--- src/art_pkg.sv ---
// Purpose: Shared constants and types for the auto-reload timer with capture.
// Assumes: Registers sit on an 8-bit special function register bus.
// Notes: Every address, bit position, reset value and count is named here.

// ****************************************************************
// Package
// ****************************************************************
package art_pkg;
  // Register addresses on the special function register bus.
  localparam logic [7:0] ADDR_TIMER_CONTROL = 8'hC8;
  localparam logic [7:0] ADDR_RELOAD_LOW = 8'hCA;
  localparam logic [7:0] ADDR_RELOAD_HIGH = 8'hCB;
  localparam logic [7:0] ADDR_COUNT_LOW = 8'hCC;
  localparam logic [7:0] ADDR_COUNT_HIGH = 8'hCD;
  localparam logic [7:0] ADDR_SHARED_CLOCK_CONTROL = 8'h8E;

  // Bit positions in the timer control register.
  localparam int BIT_HIGH_OVERFLOW_FLAG = 7;
  localparam int BIT_LOW_OVERFLOW_FLAG = 6;
  localparam int BIT_LOW_BYTE_IRQ_ENABLE = 5;
  localparam int BIT_CAPTURE_ENABLE = 4;
  localparam int BIT_SPLIT_MODE_SELECT = 3;
  localparam int BIT_RUN_CONTROL = 2;
  localparam int BIT_UNUSED = 1;
  localparam int BIT_ALTERNATE_CLOCK_SELECT = 0;

  // Bit positions in the shared clock control register.
  localparam int BIT_HIGH_BYTE_SYSTEM_CLOCK_SELECT = 5;
  localparam int BIT_LOW_BYTE_SYSTEM_CLOCK_SELECT = 4;

  // Writable bits of the timer control register; the unused bit is masked.
  localparam logic [7:0] CONTROL_WRITE_MASK = 8'hFD;

  // Reset values.
  localparam logic [7:0] RESET_BYTE = 8'h00;
  localparam logic [1:0] RESET_CLOCK_SELECTS = 2'h0;
  localparam logic [3:0] RESET_PRESCALE = 4'h0;

  // Wrap points.
  localparam logic [7:0] BYTE_ALL_ONES = 8'hFF;

  // The slow count source is the system clock divided by this figure.
  localparam int PRESCALE_DIVISOR = 12;
  localparam logic [3:0] PRESCALE_LAST = 4'(PRESCALE_DIVISOR - 1);

  // Whole state of the timer.
  typedef struct packed {
    logic [7:0] control;
    logic [7:0] reload_low;
    logic [7:0] reload_high;
    logic [7:0] count_low;
    logic [7:0] count_high;
    logic [1:0] clock_selects;
    logic [3:0] prescale;
    logic [7:0] read_data;
  } art_state_s;
endpackage

--- src/art_sync.sv ---
// Purpose: Brings the external divided clock into the system clock domain.
// Assumes: The external source is slow compared with the system clock.
// Notes: The first flop feeds only the second; edges come from later flops.

`timescale 1ns/1ps

// ****************************************************************
// Synchroniser with edge detection
// ****************************************************************
module art_sync
(
  // Clock and reset.
  input wire logic clk,
  input wire logic resetn,
  // Asynchronous level in.
  input wire logic async_in,
  // Synchronised edges out.
  output logic rise_pulse,
  output logic fall_pulse
);
  logic meta_r;
  logic sync_r;
  logic prev_r;

  // Two-flop synchroniser followed by one flop for edge detection.
  always_ff @(posedge clk)
  begin
    if (!resetn)
    begin
      meta_r <= 1'b0;
      sync_r <= 1'b0;
      prev_r <= 1'b0;
    end
    else
    begin
      meta_r <= async_in;
      sync_r <= meta_r;
      prev_r <= sync_r;
    end
  end

  // Edges are seen only on the settled stages.
  assign rise_pulse = sync_r & ~prev_r;
  assign fall_pulse = ~sync_r & prev_r;
endmodule // art_sync

--- src/art_timer.sv ---
// Purpose: 16-bit or split dual 8-bit auto-reload timer with capture.
// Assumes: Bus inputs are synchronous to CLK; reads answer one cycle later.
// Notes: The block claims its own addresses; the bus ORs all read data.

`timescale 1ns/1ps

// Function
// - Unsplit: 16-bit count, reload and high flag on wrap.
// - High flag raises interrupt when timer enabled.
// - Unsplit low wrap interrupts when low enable set.
// - Split: two 8-bit timers with own reloads.
// - Run gates whole timer, or only high byte.
// - Per-byte clock: system_clock, system_clock/12, external/8.
// - External divided clock synchronised before use.
// - High and low wraps set their flags always.
// - Split: high interrupts; low too when enabled.
// - Flags cleared only by software writes.
// - Capture copies count to reload on falling edge.
// - Control bit 1 reads zero, ignores writes.
// - Control bit order fixed from bit 7 down.
// - Byte clock selects live in shared clock register.
module art_timer
(
  // Clock and reset.
  input wire logic CLK,
  input wire logic RESETN,
  // Special function register bus.
  input wire logic [7:0] SFR_ADDR,
  input wire logic SFR_WR,
  input wire logic [7:0] SFR_WDATA,
  input wire logic SFR_RD,
  output logic [7:0] SFR_RDATA,
  // External oscillator divided by eight.
  input wire logic EXT_DIV8_CLK,
  // Timer interrupt enable from the interrupt enable register.
  input wire logic TIMER_IRQ_ENABLE,
  // Interrupt request.
  output logic IRQ_REQ
);
  art_pkg::art_state_s s_r;
  art_pkg::art_state_s s_nxt;
  logic ext_rise;
  logic ext_fall;
  logic split;
  logic run;
  logic low_sel;
  logic high_sel;
  logic xclk;
  logic pre_tick;
  logic tick_low;
  logic tick_high;
  logic low_wrap;
  logic high_wrap;
  logic full_wrap;
  logic [15:0] count16;
  logic [15:0] reload16;
  logic [15:0] count16_inc;
  logic capture;

  // Returns one when a write of this cycle targets the given address.
  function automatic logic wr_hit(input logic [7:0] a);
    return SFR_WR && (SFR_ADDR == a);
  endfunction

  // Chooses one byte's tick from its system_clock select and the alternate select.
  function automatic logic byte_tick(input logic sys_sel, input logic alt,
                                     input logic pre, input logic ext);
    return sys_sel ? 1'b1 : (alt ? ext : pre);
  endfunction

  // ****************************************************************
  // External clock synchroniser
  // ****************************************************************
  // The divided oscillator enters through two flops before any use.
  art_sync u_sync
  (
    .clk(CLK),
    .resetn(RESETN),
    .async_in(EXT_DIV8_CLK),
    .rise_pulse(ext_rise),
    .fall_pulse(ext_fall)
  );

  // ****************************************************************
  // Mode decode and tick selection
  // ****************************************************************
  // Control fields and the per-byte tick sources.
  always_comb
  begin
    split = s_r.control[art_pkg::BIT_SPLIT_MODE_SELECT];
    run = s_r.control[art_pkg::BIT_RUN_CONTROL];
    xclk = s_r.control[art_pkg::BIT_ALTERNATE_CLOCK_SELECT];
    low_sel = s_r.clock_selects[0];
    // The high select matters only in split mode.
    high_sel = split ? s_r.clock_selects[1] : low_sel;
    pre_tick = (s_r.prescale == art_pkg::PRESCALE_LAST);
    tick_low = byte_tick(low_sel, xclk, pre_tick, ext_rise);
    tick_high = byte_tick(high_sel, xclk, pre_tick, ext_rise);
    count16 = {s_r.count_high, s_r.count_low};
    reload16 = {s_r.reload_high, s_r.reload_low};
    count16_inc = count16 + 16'h0001;
    capture = s_r.control[art_pkg::BIT_CAPTURE_ENABLE] && ext_fall;
  end

  // Wrap events for each mode.
  always_comb
  begin
    full_wrap = !split && run && tick_low && (count16 == {2{art_pkg::BYTE_ALL_ONES}});
    if (split)
    begin
      // The low byte runs whatever the run bit says.
      low_wrap = tick_low && (s_r.count_low == art_pkg::BYTE_ALL_ONES);
      high_wrap = run && tick_high && (s_r.count_high == art_pkg::BYTE_ALL_ONES);
    end
    else
    begin
      low_wrap = run && tick_low && (s_r.count_low == art_pkg::BYTE_ALL_ONES);
      high_wrap = full_wrap;
    end
  end

  // ****************************************************************
  // Next state
  // ****************************************************************
  // Counting, reloading, capture, flags and bus writes.
  always_comb
  begin
    s_nxt = s_r;
    // Prescaler for the system clock divided by twelve.
    s_nxt.prescale = pre_tick ? art_pkg::RESET_PRESCALE : s_r.prescale + 4'h1;

    // Counting; a stopped section keeps its value.
    if (!split)
    begin
      if (run && tick_low)
      begin
        if (full_wrap)
        begin
          {s_nxt.count_high, s_nxt.count_low} = reload16;
        end
        else
        begin
          {s_nxt.count_high, s_nxt.count_low} = count16_inc;
        end
      end
    end
    else
    begin
      if (tick_low)
      begin
        s_nxt.count_low = low_wrap ? s_r.reload_low : s_r.count_low + 8'h01;
      end
      if (run && tick_high)
      begin
        s_nxt.count_high = high_wrap ? s_r.reload_high : s_r.count_high + 8'h01;
      end
    end

    // Capture copies the count into the reload pair.
    if (capture)
    begin
      s_nxt.reload_high = s_r.count_high;
      s_nxt.reload_low = s_r.count_low;
    end

    // Software writes act at once and take priority over counting.
    if (wr_hit(art_pkg::ADDR_TIMER_CONTROL))
    begin
      s_nxt.control = SFR_WDATA & art_pkg::CONTROL_WRITE_MASK;
    end
    if (wr_hit(art_pkg::ADDR_RELOAD_LOW))
    begin
      s_nxt.reload_low = SFR_WDATA;
    end
    if (wr_hit(art_pkg::ADDR_RELOAD_HIGH))
    begin
      s_nxt.reload_high = SFR_WDATA;
    end
    if (wr_hit(art_pkg::ADDR_COUNT_LOW))
    begin
      s_nxt.count_low = SFR_WDATA;
    end
    if (wr_hit(art_pkg::ADDR_COUNT_HIGH))
    begin
      s_nxt.count_high = SFR_WDATA;
    end
    if (wr_hit(art_pkg::ADDR_SHARED_CLOCK_CONTROL))
    begin
      s_nxt.clock_selects = {SFR_WDATA[art_pkg::BIT_HIGH_BYTE_SYSTEM_CLOCK_SELECT],
                             SFR_WDATA[art_pkg::BIT_LOW_BYTE_SYSTEM_CLOCK_SELECT]};
    end

    // Hardware sets win over a software clear in the same cycle.
    if (high_wrap || capture)
    begin
      s_nxt.control[art_pkg::BIT_HIGH_OVERFLOW_FLAG] = 1'b1;
    end
    if (low_wrap || full_wrap)
    begin
      s_nxt.control[art_pkg::BIT_LOW_OVERFLOW_FLAG] = 1'b1;
    end

    // Registered read data; addresses not owned read as zero.
    s_nxt.read_data = art_pkg::RESET_BYTE;
    if (SFR_RD)
    begin
      case (SFR_ADDR)
        art_pkg::ADDR_TIMER_CONTROL: s_nxt.read_data = s_r.control;
        art_pkg::ADDR_RELOAD_LOW: s_nxt.read_data = s_r.reload_low;
        art_pkg::ADDR_RELOAD_HIGH: s_nxt.read_data = s_r.reload_high;
        art_pkg::ADDR_COUNT_LOW: s_nxt.read_data = s_r.count_low;
        art_pkg::ADDR_COUNT_HIGH: s_nxt.read_data = s_r.count_high;
        art_pkg::ADDR_SHARED_CLOCK_CONTROL:
        begin
          s_nxt.read_data[art_pkg::BIT_HIGH_BYTE_SYSTEM_CLOCK_SELECT] = s_r.clock_selects[1];
          s_nxt.read_data[art_pkg::BIT_LOW_BYTE_SYSTEM_CLOCK_SELECT] = s_r.clock_selects[0];
        end
        default: s_nxt.read_data = art_pkg::RESET_BYTE;
      endcase
    end
  end

  // ****************************************************************
  // State register
  // ****************************************************************
  // Synchronous reset to documented values.
  always_ff @(posedge CLK)
  begin
    if (!RESETN)
    begin
      s_r.control <= art_pkg::RESET_BYTE;
      s_r.reload_low <= art_pkg::RESET_BYTE;
      s_r.reload_high <= art_pkg::RESET_BYTE;
      s_r.count_low <= art_pkg::RESET_BYTE;
      s_r.count_high <= art_pkg::RESET_BYTE;
      s_r.clock_selects <= art_pkg::RESET_CLOCK_SELECTS;
      s_r.prescale <= art_pkg::RESET_PRESCALE;
      s_r.read_data <= art_pkg::RESET_BYTE;
    end
    else
    begin
      s_r <= s_nxt;
    end
  end

  // ****************************************************************
  // Outputs
  // ****************************************************************
  // Interrupt request follows the sticky flags and enables.
  assign IRQ_REQ = TIMER_IRQ_ENABLE &&
                   (s_r.control[art_pkg::BIT_HIGH_OVERFLOW_FLAG] ||
                    (s_r.control[art_pkg::BIT_LOW_BYTE_IRQ_ENABLE] &&
                     s_r.control[art_pkg::BIT_LOW_OVERFLOW_FLAG]));
  assign SFR_RDATA = s_r.read_data;

  // ****************************************************************
  // Assertions
  // ****************************************************************
  logic no_wr;
  assign no_wr = !SFR_WR;
endmodule // art_timer

--- config.mk ---
export PLATFORM = sky130hd
export DESIGN_NAME = art_timer
export DESIGN_NICKNAME = d
export VERILOG_FILES = /design/src/art_pkg.sv /design/src/art_sync.sv /design/src/art_timer.sv
export SDC_FILE = /design/constraint.sdc
export NUM_CORES = 1
export LEC_CHECK = 0
export BUFFER_PORTS_ARGS = -buffer_cell sky130_fd_sc_hd__buf_2
export CORE_MARGIN = 2
export CORE_UTILIZATION = 60
export DETAILED_ROUTE_END_ITERATION = 8
export PLACE_DENSITY_LB_ADDON = 0.1
export SLEW_MARGIN = 20
export SYNTH_ARGS = -nofsm -noshare
export SYNTH_HDL_FRONTEND = slang
export SYNTH_HIERARCHICAL = 1
export SYNTH_SLANG_ARGS = --single-unit
--- constraint.sdc ---
create_clock -name CLK -period 2.35 [get_ports CLK]
set_clock_uncertainty 0.2 [all_clocks]
set_input_delay 0.47 -clock CLK [delete_from_list [all_inputs] [get_ports CLK]]
set_output_delay 0.47 -clock CLK [all_outputs]
set_load 0.005 [all_outputs]
==> impl_results.md <==
* Yosys warnings at 6
* Library cell used as clock root buffer: sky130_fd_sc_hd__clkbuf_8
* Post-synthesis sequential element count at between 50 and 60
* Grt peak-use layer: met2
* Pins Over Slew Limit at 0
* Hold path cells at 2
* Die Wd at roughly 79 microns
* Cell area after synthesis at 3363 sq um
* Count of flip-flops with a built-in enable after synthesis at 0
* Net count, final at between 400 and 500
* Total setup buffers inserted after CTS at 0
* Critical path class: register to register
* Relative slew margins at 0.6110
* Leakage at 0.001341 uW
* Series of cell instances along the critical path: nor2b_1, a21oi_1, a21oi_4, buf_4, a32oi_4, mux2_4, a31oi_1
* Post-layout total power at 1623 uW
* Number of antenna repair diodes at 0
* Number of port buffers at 30
* Placement row count at 27
* Initial Utilization at 0.6145
* Total wire length after detailed routing at approximately 9900 microns
* Largest net degree at the start of global routing at 34
* Design area at 3691 sq um
* Biggest cell delay along the critical path at between 300 and 400 ps
* CTS tree: built
* Max cap viols at 0
* Number of top-level pins at 31
* Post-CTS Hold Buffers at 0
* Post-layout utilization of the core at 0.6744
* Mean cell area of the mapped netlist at 8.085 sq um
* Vias post-DR at between 3000 and 4000
* Post-DP Area at 3598 sq um
* Final Hold Viols at 0
* Final period util at 0.9312
* Highest ir drop seen on vdd at roughly 0.28 mV
* Worst EP arrival at 2240 ps
* Instance count of the mapped netlist at around 420
* Yosys top cell by area: sky130_fd_sc_hd__dfxtp_1
* Power density relative to cell area at approximately 440 nW/um^2
* Height of the die at 78.87 microns
* Most common cell in the netlist: sky130_fd_sc_hd__dfxtp_1
* Number of H-tree levels at 2
* Vias in the first global route at 3026
* Via/cell ratio at 6.450
* Clock transition time at the flip-flop clock pins of the worst setup and hold paths at 100 ps
* Number of fill cells at around 490
* Net count of the mapped netlist at ~440
* Main flop type after synthesis: sky130_fd_sc_hd__dfxtp_1
* Global-route usage over all layers at 0.3313
* Time the final worst path needs with I/O delays and setup at 2188 ps
* Endpoint type of the worst setup path: register
* Global-route track usage on met3 at 0.05227
* Overflow left after global routing at 0
* Sequential element share of the synthesized area at 0.3333
* Initial antenna violation count at 0
* Fmax at 457.0 MHz
* Final sum of negative setup slack at 0 ps
* Maximum root-to-sink buffer count at 2
* Violation count after the first detailed-route iteration at 457
* # DRC at 0
* Asr flop ratio synth at 0
* Result of the run: completed
* Data required time at the worst endpoint at 2400 ps
* Number of cells on the worst reg-to-reg path at 7
* Met2 GRT Util at 0.5085
* Top fanout value on the critical path at 7
* Layout-stage area growth over the synthesis result at 9.747%
* Post-synth top cells: 56 x sky130_fd_sc_hd__dfxtp_1, 55 x sky130_fd_sc_hd__nand2_1, 33 x sky130_fd_sc_hd__nor2_1
* Unrepaired setup endpoints after global routing: no
* Post-cts gate resize count at 0
* Wire length of the first global-routing pass at 15850 microns
* Average wire per cell in the routed design at 19.17 microns
* Count of antenna-violating nets left after detailed routing at 0
* Clock tree sinks at 56
* Total clock buffers created by CTS at 5
* Final setup violation count at 0
* Kind of start point of the critical path: register
* Worst-margin pin slew at 582.7 ps
* Number of iterations in the first detailed-routing pass at 6
* Met1 Use GR at 0.4672
* Tightest Hold Check Type: primary input to register
* Worst Hold Margin at between 150 and 200 ps
* Layout cells sized above 1 at 0.2050
* Core area at 5473 sq um
* Final HPWL from detailed placement at 7158 microns
* Synth top area cells: sky130_fd_sc_hd__dfxtp_1 33%, sky130_fd_sc_hd__nand2_1 6.1%, sky130_fd_sc_hd__mux2i_1 4.8%
* Routability-driven placement congestion ratio at around 0.93
* Clock latency at the later pin of the worst-skew pair at 320 ps
* Synth top area share at 0.3333
* Number of distinct library cell variants in the gate-level netlist after synthesis at 64
* Total Die Area at 6220 sq um
* Crit-path slowest cell: sky130_fd_sc_hd__a21oi_1
## cell families after synthesis
family | after synthesis | share of synthesized area
buf+inv | 43 | 0.06956
mux | 18 | 0.05543
compound gates | 110 | 0.2362
simple gates | 173 | 0.2604
flops | 56 | 0.3333
xor+xnor | 13 | 0.03385
fa+ha+maj | 3 | 0.01116
## routing by layer
layer	wire, microns	vias up
li1	-	1574
met1	4140	1547
met2	4469	179
met3	944	28
met4	339	0
met5	0	-
## registers in the layout, summed over array words and instances (netlist names)
| name | count |
|---|---|
| u_sync/sync_r | 1 |
| reload16 | 16 |
| u_sync/meta_r | 1 |
| low_sel | 1 |
| s_r | 11 |
| count16 | 16 |
| run | 1 |
| SFR_RDATA | 8 |
| u_sync/prev_r | 1 |
## area by class of cell
class / count / area (sq um) / share of cell area
clock buffer: 5 / 68.82 / 0.01864
sequential: 56 / 1121 / 0.3037
timing repair buffer: 58 / 360.3 / 0.09763
clock inverter: 3 / 21.27 / 0.005763
tap: 72 / 90.09 / 0.02441
multi-input combinational: 317 / 2011 / 0.5447
inverter: 5 / 18.77 / 0.005085
## stage by stage
stage          instances  setup slack, ps
5_1_grt              516            15.23
6_report             516            161.7
2_1_floorplan        416            302.3
3_5_place_dp         508            102.7
4_1_cts              516            172.4
3_3_place_gp         508            166.0
## final timing paths
path,from,to,slack (ps)
min,EXT_DIV8_CLK,u_sync/meta_r,150
min reg2reg,u_sync/meta_r,u_sync/sync_r,250
max,u_sync/sync_r,count16[3],160
max reg2reg,u_sync/sync_r,count16[3],160
## placed cells by master (no fill, tap or decap), types with 3 or more instances in the layout
cell type,Yosys,final
sky130_fd_sc_hd__a31oi_1,8,8
sky130_fd_sc_hd__a22oi_1,8,8
sky130_fd_sc_hd__nand3_1,31,31
sky130_fd_sc_hd__inv_1,5,5
sky130_fd_sc_hd__and3_1,3,3
sky130_fd_sc_hd__a21oi_1,25,25
sky130_fd_sc_hd__buf_4,10,28
sky130_fd_sc_hd__o221ai_1,5,5
sky130_fd_sc_hd__nand4_1,6,6
sky130_fd_sc_hd__nand2b_1,3,3
sky130_fd_sc_hd__o22ai_1,5,5
sky130_fd_sc_hd__o211ai_1,3,3
sky130_fd_sc_hd__xor2_1,5,5
sky130_fd_sc_hd__clkbuf_8,0,5
sky130_fd_sc_hd__a21o_1,3,3
sky130_fd_sc_hd__and2_1,5,5
sky130_fd_sc_hd__a311oi_1,17,17
sky130_fd_sc_hd__nor2_1,33,33
sky130_fd_sc_hd__xnor2_1,8,8
sky130_fd_sc_hd__nor2b_1,5,5
sky130_fd_sc_hd__nor3_1,7,7
sky130_fd_sc_hd__buf_2,7,30
sky130_fd_sc_hd__o31ai_1,3,3
sky130_fd_sc_hd__nor2_2,3,3
sky130_fd_sc_hd__dfxtp_1,56,56
sky130_fd_sc_hd__o21ai_0,15,15
sky130_fd_sc_hd__a211oi_1,3,3
sky130_fd_sc_hd__nand2_1,55,55
sky130_fd_sc_hd__mux2i_1,16,16
## critical path, delay by kind of cell (launching register included)
| kind | cells | cell delay [ps] |
|---|---|---|
| buffers and inverters | 1 | 170 |
| AND/OR/NAND/NOR | 1 | 140 |
| AO/OA/AOI/OAI | 4 | 950 |
| flip-flops | 1 | 330 |
| multiplexers | 1 | 330 |
## where the power goes
group	internal, uW	total, uW	switching, uW	leakage [uW]
Clock	213	552	340	0.0000445
Combinational	37.7	104	66.1	0.000844
Sequential	958	967	9.38	0.000452
Total	1210	1620	415	0.00134
Note: power is estimated with default switching activity, not from simulation.
